**config.mk**
```make
export PLATFORM = sky130hd
export DESIGN_NAME = serial_update_packet_framer
export DESIGN_NICKNAME = d
export VERILOG_FILES = /design/src/hw/framer_pkg.sv /design/src/hw/serial_update_packet_framer.sv
export SDC_FILE = /design/constraint.sdc
export NUM_CORES = 1
export LEC_CHECK = 0
export BUFFER_PORTS_ARGS = -buffer_cell sky130_fd_sc_hd__buf_2
export CELL_PAD_IN_SITES_DETAIL_PLACEMENT = 0
export CELL_PAD_IN_SITES_GLOBAL_PLACEMENT = 1
export CORE_MARGIN = 10
export CORE_UTILIZATION = 46
export DETAILED_ROUTE_END_ITERATION = 8
export HOLD_SLACK_MARGIN = 0.03
export PLACE_DENSITY_LB_ADDON = 0.15
export RECOVER_POWER = 50
export SYNTH_ARGS = -nofsm -noshare
export SYNTH_HDL_FRONTEND = slang
export SYNTH_SLANG_ARGS = --single-unit
```
**constraint.sdc**
```tcl
create_clock -name clk -period 4.95 [get_ports clk]
set_input_delay 1.485 -clock clk [delete_from_list [all_inputs] [get_ports clk]]
set_output_delay 1.485 -clock clk [all_outputs]
set_load 0.005 [all_outputs]
```
**src/hw/framer_pkg.sv**
```systemverilog
// constants and state types for the serial update packet framer
package framer_pkg;
    localparam logic [7:0] SIZE_OVERHEAD = 8'h02;
    localparam logic [7:0] ACK_DEFAULT = 8'hCC;
    localparam logic [7:0] NAK_DEFAULT = 8'h33;
    localparam logic [7:0] ZERO_BYTE = 8'h00;

    typedef enum logic [1:0] {
        RX_IDLE = 2'b00,
        RX_SUM = 2'b01,
        RX_DATA = 2'b10,
        RX_HOLD = 2'b11
    } rx_state_e;

    typedef enum logic [2:0] {
        TX_IDLE = 3'b000,
        TX_SIZE = 3'b001,
        TX_SUM = 3'b010,
        TX_DATA = 3'b011,
        TX_WAIT = 3'b100,
        TX_REPLY = 3'b101
    } tx_state_e;
endpackage

```
**src/hw/serial_update_packet_framer.sv**
```systemverilog
// packet framer: receive with verdict-driven reply, send with reply wait
`timescale 1ns/10ps
module serial_update_packet_framer
    import framer_pkg::*;
#(
    parameter logic [7:0] ACK_CODE = ACK_DEFAULT,
    parameter logic [7:0] NAK_CODE = NAK_DEFAULT
) (
    input wire logic clk,
    input wire logic reset,
    // bytes arriving from the link
    input wire logic [7:0] link_rx_data,
    input wire logic link_rx_valid,
    // bytes leaving onto the link
    output logic [7:0] link_tx_data,
    output logic link_tx_valid,
    input wire logic link_tx_ready,
    // received packet to the consumer
    output logic [7:0] pkt_rx_data,
    output logic pkt_rx_valid,
    output logic pkt_rx_last,
    output logic pkt_rx_sum_ok,
    // consumer verdict; content_ok=0 forces not-acknowledge
    input wire logic verdict_valid,
    input wire logic verdict_content_ok,
    // outgoing packet from the producer
    input wire logic send_start,
    input wire logic [7:0] send_len,
    input wire logic [7:0] send_sum,
    input wire logic [7:0] send_data,
    output logic send_data_ready,
    output logic send_busy,
    output logic send_done,
    output logic send_acked
);
    rx_state_e rx_state_reg, rx_state_next;
    tx_state_e tx_state_reg, tx_state_next;
    logic [7:0] rx_left_reg, rx_left_next;
    logic [7:0] rx_sum_reg, rx_sum_next;
    logic [7:0] rx_acc_reg, rx_acc_next;
    logic [7:0] pkt_data_reg, pkt_data_next;
    logic pkt_valid_reg, pkt_valid_next;
    logic pkt_last_reg, pkt_last_next;
    logic pkt_ok_reg, pkt_ok_next;
    logic [7:0] reply_reg, reply_next;
    logic reply_pend_reg, reply_pend_next;
    logic [7:0] tx_left_reg, tx_left_next;
    logic [7:0] tx_len_reg, tx_len_next;
    logic [7:0] tx_sum_reg, tx_sum_next;
    logic [7:0] tx_out_reg, tx_out_next;
    logic tx_out_v_reg, tx_out_v_next;
    logic done_reg, done_next;
    logic acked_reg, acked_next;
    logic [7:0] acc_sum;
    logic tx_owns_rx;

    // while awaiting a reply, incoming bytes belong to the sender
    assign tx_owns_rx = (tx_state_reg == TX_WAIT);
    assign acc_sum = 8'(rx_acc_reg + link_rx_data);

    always_comb begin
        rx_state_next = rx_state_reg;
        rx_left_next = rx_left_reg;
        rx_sum_next = rx_sum_reg;
        rx_acc_next = rx_acc_reg;
        pkt_data_next = pkt_data_reg;
        pkt_valid_next = 1'b0;
        pkt_last_next = 1'b0;
        pkt_ok_next = pkt_ok_reg;
        reply_next = reply_reg;
        reply_pend_next = reply_pend_reg;
        if (reply_pend_reg && link_tx_valid && link_tx_ready && tx_state_reg == TX_REPLY) begin
            reply_pend_next = 1'b0;
        end
        case (rx_state_reg)
            RX_IDLE: begin
                if (link_rx_valid && !tx_owns_rx && link_rx_data != ZERO_BYTE) begin
                    rx_left_next = 8'(link_rx_data - SIZE_OVERHEAD);
                    rx_acc_next = ZERO_BYTE;
                    rx_state_next = RX_SUM;
                end
            end
            RX_SUM: begin
                if (link_rx_valid) begin
                    rx_sum_next = link_rx_data;
                    rx_state_next = (rx_left_reg == ZERO_BYTE) ? RX_HOLD : RX_DATA;
                    if (rx_left_reg == ZERO_BYTE) begin
                        pkt_ok_next = (link_rx_data == ZERO_BYTE);
                    end
                end
            end
            RX_DATA: begin
                if (link_rx_valid) begin
                    rx_acc_next = acc_sum;
                    pkt_data_next = link_rx_data;
                    pkt_valid_next = 1'b1;
                    rx_left_next = 8'(rx_left_reg - 8'h01);
                    if (rx_left_reg == 8'h01) begin
                        pkt_last_next = 1'b1;
                        pkt_ok_next = (acc_sum == rx_sum_reg);
                        rx_state_next = RX_HOLD;
                    end
                end
            end
            RX_HOLD: begin
                // no reply until the consumer has judged the contents
                if (verdict_valid && !reply_pend_reg) begin
                    reply_next = (pkt_ok_reg && verdict_content_ok) ? ACK_CODE : NAK_CODE;
                    reply_pend_next = 1'b1;
                    rx_state_next = RX_IDLE;
                end
            end
            default: rx_state_next = RX_IDLE;
        endcase
    end

    always_ff @(posedge clk) begin
        if (reset) begin
            rx_state_reg <= RX_IDLE;
            rx_left_reg <= 8'h00;
            rx_sum_reg <= 8'h00;
            rx_acc_reg <= 8'h00;
            pkt_data_reg <= 8'h00;
            pkt_valid_reg <= 1'b0;
            pkt_last_reg <= 1'b0;
            pkt_ok_reg <= 1'b0;
            reply_reg <= 8'h00;
            reply_pend_reg <= 1'b0;
        end else begin
            rx_state_reg <= rx_state_next;
            rx_left_reg <= rx_left_next;
            rx_sum_reg <= rx_sum_next;
            rx_acc_reg <= rx_acc_next;
            pkt_data_reg <= pkt_data_next;
            pkt_valid_reg <= pkt_valid_next;
            pkt_last_reg <= pkt_last_next;
            pkt_ok_reg <= pkt_ok_next;
            reply_reg <= reply_next;
            reply_pend_reg <= reply_pend_next;
        end
    end

    // sender: size, checksum, payload, then one reply byte; same layout as receive
    always_comb begin
        tx_state_next = tx_state_reg;
        tx_left_next = tx_left_reg;
        tx_len_next = tx_len_reg;
        tx_sum_next = tx_sum_reg;
        tx_out_next = tx_out_reg;
        tx_out_v_next = tx_out_v_reg;
        done_next = 1'b0;
        acked_next = acked_reg;
        send_data_ready = 1'b0;
        case (tx_state_reg)
            TX_IDLE: begin
                tx_out_v_next = 1'b0;
                // a pending reply goes out before a new packet starts
                if (reply_pend_reg) begin
                    tx_out_next = reply_reg;
                    tx_out_v_next = 1'b1;
                    tx_state_next = TX_REPLY;
                end else if (send_start) begin
                    tx_len_next = send_len;
                    tx_sum_next = send_sum;
                    tx_out_next = 8'(send_len + SIZE_OVERHEAD);
                    tx_out_v_next = 1'b1;
                    tx_state_next = TX_SIZE;
                end
            end
            TX_SIZE: begin
                if (link_tx_ready) begin
                    tx_out_next = tx_sum_reg;
                    tx_state_next = TX_SUM;
                end
            end
            TX_SUM: begin
                if (link_tx_ready) begin
                    tx_left_next = tx_len_reg;
                    tx_out_v_next = 1'b0;
                    tx_state_next = (tx_len_reg == 8'h00) ? TX_WAIT : TX_DATA;
                end
            end
            TX_DATA: begin
                if (!tx_out_v_reg || link_tx_ready) begin
                    if (tx_left_reg == 8'h00) begin
                        tx_out_v_next = 1'b0;
                        tx_state_next = TX_WAIT;
                    end else begin
                        send_data_ready = 1'b1;
                        tx_out_next = send_data;
                        tx_out_v_next = 1'b1;
                        tx_left_next = 8'(tx_left_reg - 8'h01);
                    end
                end
            end
            TX_WAIT: begin
                tx_out_v_next = 1'b0;
                if (link_rx_valid) begin
                    acked_next = (link_rx_data == ACK_CODE);
                    done_next = 1'b1;
                    tx_state_next = TX_IDLE;
                end
            end
            TX_REPLY: begin
                if (link_tx_ready) begin
                    tx_out_v_next = 1'b0;
                    tx_state_next = TX_IDLE;
                end
            end
            default: tx_state_next = TX_IDLE;
        endcase
    end

    always_ff @(posedge clk) begin
        if (reset) begin
            tx_state_reg <= TX_IDLE;
            tx_left_reg <= 8'h00;
            tx_len_reg <= 8'h00;
            tx_sum_reg <= 8'h00;
            tx_out_reg <= 8'h00;
            tx_out_v_reg <= 1'b0;
            done_reg <= 1'b0;
            acked_reg <= 1'b0;
        end else begin
            tx_state_reg <= tx_state_next;
            tx_left_reg <= tx_left_next;
            tx_len_reg <= tx_len_next;
            tx_sum_reg <= tx_sum_next;
            tx_out_reg <= tx_out_next;
            tx_out_v_reg <= tx_out_v_next;
            done_reg <= done_next;
            acked_reg <= acked_next;
        end
    end

    assign link_tx_data = tx_out_reg;
    assign link_tx_valid = tx_out_v_reg;
    assign pkt_rx_data = pkt_data_reg;
    assign pkt_rx_valid = pkt_valid_reg;
    assign pkt_rx_last = pkt_last_reg;
    assign pkt_rx_sum_ok = pkt_ok_reg;
    assign send_busy = (tx_state_reg != TX_IDLE) && (tx_state_reg != TX_REPLY);
    assign send_done = done_reg;
    assign send_acked = acked_reg;

    AST_IDLE_ZERO: assert property (@(posedge clk) disable iff (reset)
        rx_state_reg == RX_IDLE && link_rx_valid && link_rx_data == 8'h00
        |=> rx_state_reg == RX_IDLE)
        else $error("zero byte left idle");
    AST_SIZE_TAKEN: assert property (@(posedge clk) disable iff (reset)
        rx_state_reg == RX_IDLE && link_rx_valid && !tx_owns_rx && link_rx_data != 8'h00
        |=> rx_state_reg == RX_SUM && rx_left_reg == 8'($past(link_rx_data) - 8'h02))
        else $error("size byte not taken");
    AST_LAST_FLAG: assert property (@(posedge clk) disable iff (reset)
        rx_state_reg == RX_DATA && link_rx_valid && rx_left_reg == 8'h01
        |=> pkt_rx_last && pkt_rx_valid && rx_state_reg == RX_HOLD)
        else $error("last payload byte not flagged");
    AST_SUM_CHECK: assert property (@(posedge clk) disable iff (reset)
        rx_state_reg == RX_DATA && link_rx_valid && rx_left_reg == 8'h01
        |=> pkt_rx_sum_ok == ($past(acc_sum) == rx_sum_reg))
        else $error("checksum compare wrong");
    AST_NO_AUTO_REPLY: assert property (@(posedge clk) disable iff (reset)
        rx_state_reg == RX_HOLD && !verdict_valid |=> !$rose(reply_pend_reg))
        else $error("reply without verdict");
    AST_ACK_CODE: assert property (@(posedge clk) disable iff (reset)
        rx_state_reg == RX_HOLD && verdict_valid && !reply_pend_reg && pkt_ok_reg
        && verdict_content_ok |=> reply_pend_reg && reply_reg == ACK_CODE)
        else $error("ack not queued");
    AST_NAK_CODE: assert property (@(posedge clk) disable iff (reset)
        rx_state_reg == RX_HOLD && verdict_valid && !reply_pend_reg && !verdict_content_ok
        |=> reply_reg == NAK_CODE)
        else $error("nak not queued");
    AST_SIZE_OUT: assert property (@(posedge clk) disable iff (reset)
        tx_state_reg == TX_IDLE && !reply_pend_reg && send_start
        |=> link_tx_valid && link_tx_data == 8'($past(send_len) + 8'h02))
        else $error("size byte wrong");
    AST_SUM_AFTER_SIZE: assert property (@(posedge clk) disable iff (reset)
        tx_state_reg == TX_SIZE && link_tx_ready |=> link_tx_data == tx_sum_reg)
        else $error("checksum not second");
    AST_WAIT_REPLY: assert property (@(posedge clk) disable iff (reset)
        tx_state_reg == TX_WAIT && link_rx_valid
        |=> send_done && tx_state_reg == TX_IDLE && send_acked == ($past(link_rx_data) == ACK_CODE))
        else $error("reply byte not consumed");
    AST_CODES: assert property (@(posedge clk) disable iff (reset)
        ACK_CODE != NAK_CODE && ACK_CODE != 8'h00 && NAK_CODE != 8'h00)
        else $error("ack and nak codes invalid");
    COV_RX_PKT: cover property (@(posedge clk) disable iff (reset) pkt_rx_last && pkt_rx_sum_ok);
    COV_RX_BAD: cover property (@(posedge clk) disable iff (reset) pkt_rx_last && !pkt_rx_sum_ok);
    COV_TX_ACK: cover property (@(posedge clk) disable iff (reset) send_done && send_acked);
    COV_TX_NAK: cover property (@(posedge clk) disable iff (reset) send_done && !send_acked);
endmodule

```
==> metrics <==
CP endpoint kind=output port; Worst path most repeated cell=buf_2; H-tree depth=3; worst endpoint required time=3.46 ns; RR Endpoint=tx_state_reg[0]$_SDFFE_PP0P_; Antenna Cells=0; Setup Fix Bufs, Post-CTS=0; DRC=0; Initial DRC Count=266; synth-to-layout area growth=12.0%; GRT Util Overall=16.8%; Seq cells post-synth=78; clk buf depth=2; first-pass GRT wire length=20000 um; Worst path slowest cell=a21o_1; largest stage delay on the critical path=0.26 ns; status=complete, but fails checks; initial antenna violation count=0; Post-synth top flop=dfxtp_1; vias in the first global route=3935; Via density=5.48; Initial Util=47.8%; HP Class=flop to flop; CTS buffer count=9; Highest Clock Rate=264 MHz; DR vias=4076; die height=118 um; RSZ-0062 raised after global routing=false; cell family with most CP delay=compound AO/OA/AOI/OAI gates; largest net degree at the start of global routing=78; worst-margin pin slew=1.61 ns; share of layout cells above drive strength 1=11.2%; Final min period=3.79 ns; final hold violation count=0; Reg2Reg Depth=5; Post-synth top cells=80 x nor2_1, 78 x dfxtp_1, 66 x nand2_1, 54 x a21oi_1, 33 x mux2i_1; 1st-pass router iterations=4; Leak=1.93 nW; clk slew on worst S/H paths=0.08 ns; WP data arrival=2.31 ns; design area=0.00500 mm2; die width=118 um; post_cts resized=0; peak fanout along the critical path=8; dpl cell area=0.00482 mm2; cell taking the most area after synthesis=dfxtp_1; period utilisation layout=76.7%; register area share after synthesis=35.0%; skew final=0.0125 ns; Rows=35; Min-Delay Endpoint=pkt_rx_data[5]$_SDFFE_PP0P_; Netlist cell types=56; VDD IR max=0.000191 V; TNS Setup=0 ns; post-synth top area share=35.0%; Synthesized Nets=626; Mapped Cells=566; CTS tree=yes; Crit Path Class=input pin to output port; Routed Antenna Nets=0; PortBufs=62; Post-synth ARST share=0%; CP Launch Type=input pin; CP bufs+invs=2; yosys warns=0; # hold bufs at CTS=0; Post-synth EDFFs=0; Pwr Density=473 mW/mm2; die area=0.0140 mm2; CP cell instances=buf_2 -> o21ai_0 -> a21o_1 -> nor2_1 -> buf_2; GPL Wtd Cong=0.846; final setup fails=0; Avg WL per Cell=15.9 um; Mapped Avg Cell Area=7.88 um2; number of max-cap violations=1; count leader, synth=nor2_1; largest cells by area after synthesis=dfxtp_1 35%, mux2i_1 7.4%, nor2_1 6.7%; reg2reg setup slack=2.02 ns; Cells on Worst Hold Path=2; root buffer cell=clkbuf_8; hold_sp=pkt_rx_data[5]$_SDFFE_PP0P_; failing checks=max-capacitance violations, max-slew violations; reg-to-reg startpoint=tx_state_reg[1]$_SDFFE_PP0P_; WL final=11800 um; fillers=944; Final HPWL DP=8460 um; Max-slew headroom=-7.56%; core area=0.00933 mm2; Sinks on Clock Net=78; IO Pins=63; clock latency on the worst-skew pair=0.36 ns; GR Overflow Total=0; Final Max Slew Viols=78; Post-Syn Area=0.00446 mm2; nets=670
[worst max path at each step]
stage	end	cells past startpoint	slack, ns	start
2_1_floorplan	send_data_ready	3	1.51	link_tx_ready
3_3_place_gp	send_data_ready	5	1.16	link_tx_ready
3_5_place_dp	send_data_ready	5	1.15	link_tx_ready
4_1_cts	send_data_ready	5	1.15	link_tx_ready
5_1_grt	send_data_ready	5	1.01	link_tx_ready
6_report	send_data_ready	5	1.16	link_tx_ready
[worst min-delay path, delay by kind of cell, from the launching register on]
family,cells,cell delay [ns]
AOI/OAI and AO/OA,1,0.05
DFF,1,0.31
and+or+nand+nor,1,0.05
[through the flow]
step / total power [W] / utilization [%] / hold slack (ns) / setup slack, ns / cells
floorplan: 0.00162 / - / 0.436 / 1.51 / 566
global placement: 0.00185 / 51.7 / 0.441 / 1.16 / 728
detailed placement: 0.00188 / 51.7 / 0.444 / 1.15 / 728
CTS: 0.00239 / 53.9 / 0.457 / 1.15 / 744
global route: 0.00256 / 53.6 / 0.482 / 1.01 / 744
finish: 0.00236 / 53.6 / 0.455 / 1.16 / 744
[layout by cell type (no fill, tap or decap), types with 6 or more instances in the layout]
cell type / instances
o21ai_0: 32
nand2b_1: 6
xor2_1: 10
xnor2_1: 13
mux2i_1: 33
nor2_1: 80
a21oi_1: 54
dfxtp_1: 78
ha_1: 20
nand2_1: 66
clkbuf_8: 9
nand3_1: 22
a211oi_1: 10
inv_1: 17
o22ai_1: 6
buf_2: 40
a22oi_1: 9
clkbuf_1: 22
nor3_1: 14
[area by class of cell]
type                       instances  area (um2)  area share [%]
clock buffer                       9         124            2.48
clock inverter                     7        80.1            1.60
inverter                          17        63.8            1.28
multi-input combinational        440        2710            54.3
sequential                        78        1560            31.2
tap                              129         161            3.23
timing repair buffer              64         295            5.91
[per-layer routing]
metal	part of all wire [%]	vias to the layer above	wire length, um	track usage [%]
met5	0	-	0	0
met4	1.4	0	160	4.12
li1	-	2077	-	-
met1	46	1905	5430	20.8
met2	49	80	5770	28.6
met3	4.0	14	477	3.95
[kinds of logic after synthesis]
family,share of synthesized area (%)
buf+inv,4.23
flops,35.0
mux,8.41
fa+ha+maj,6.06
xor+xnor,4.51
compound gates,18.9
simple gates,22.9
[report_power, final]
part / internal, W / switching, W
sequential: 0.000749 / 0.000127
clock: 0.000239 / 0.000270
combinational: 0.000409 / 0.000570
No activity file was read; power rests on OpenSTA's default activity.
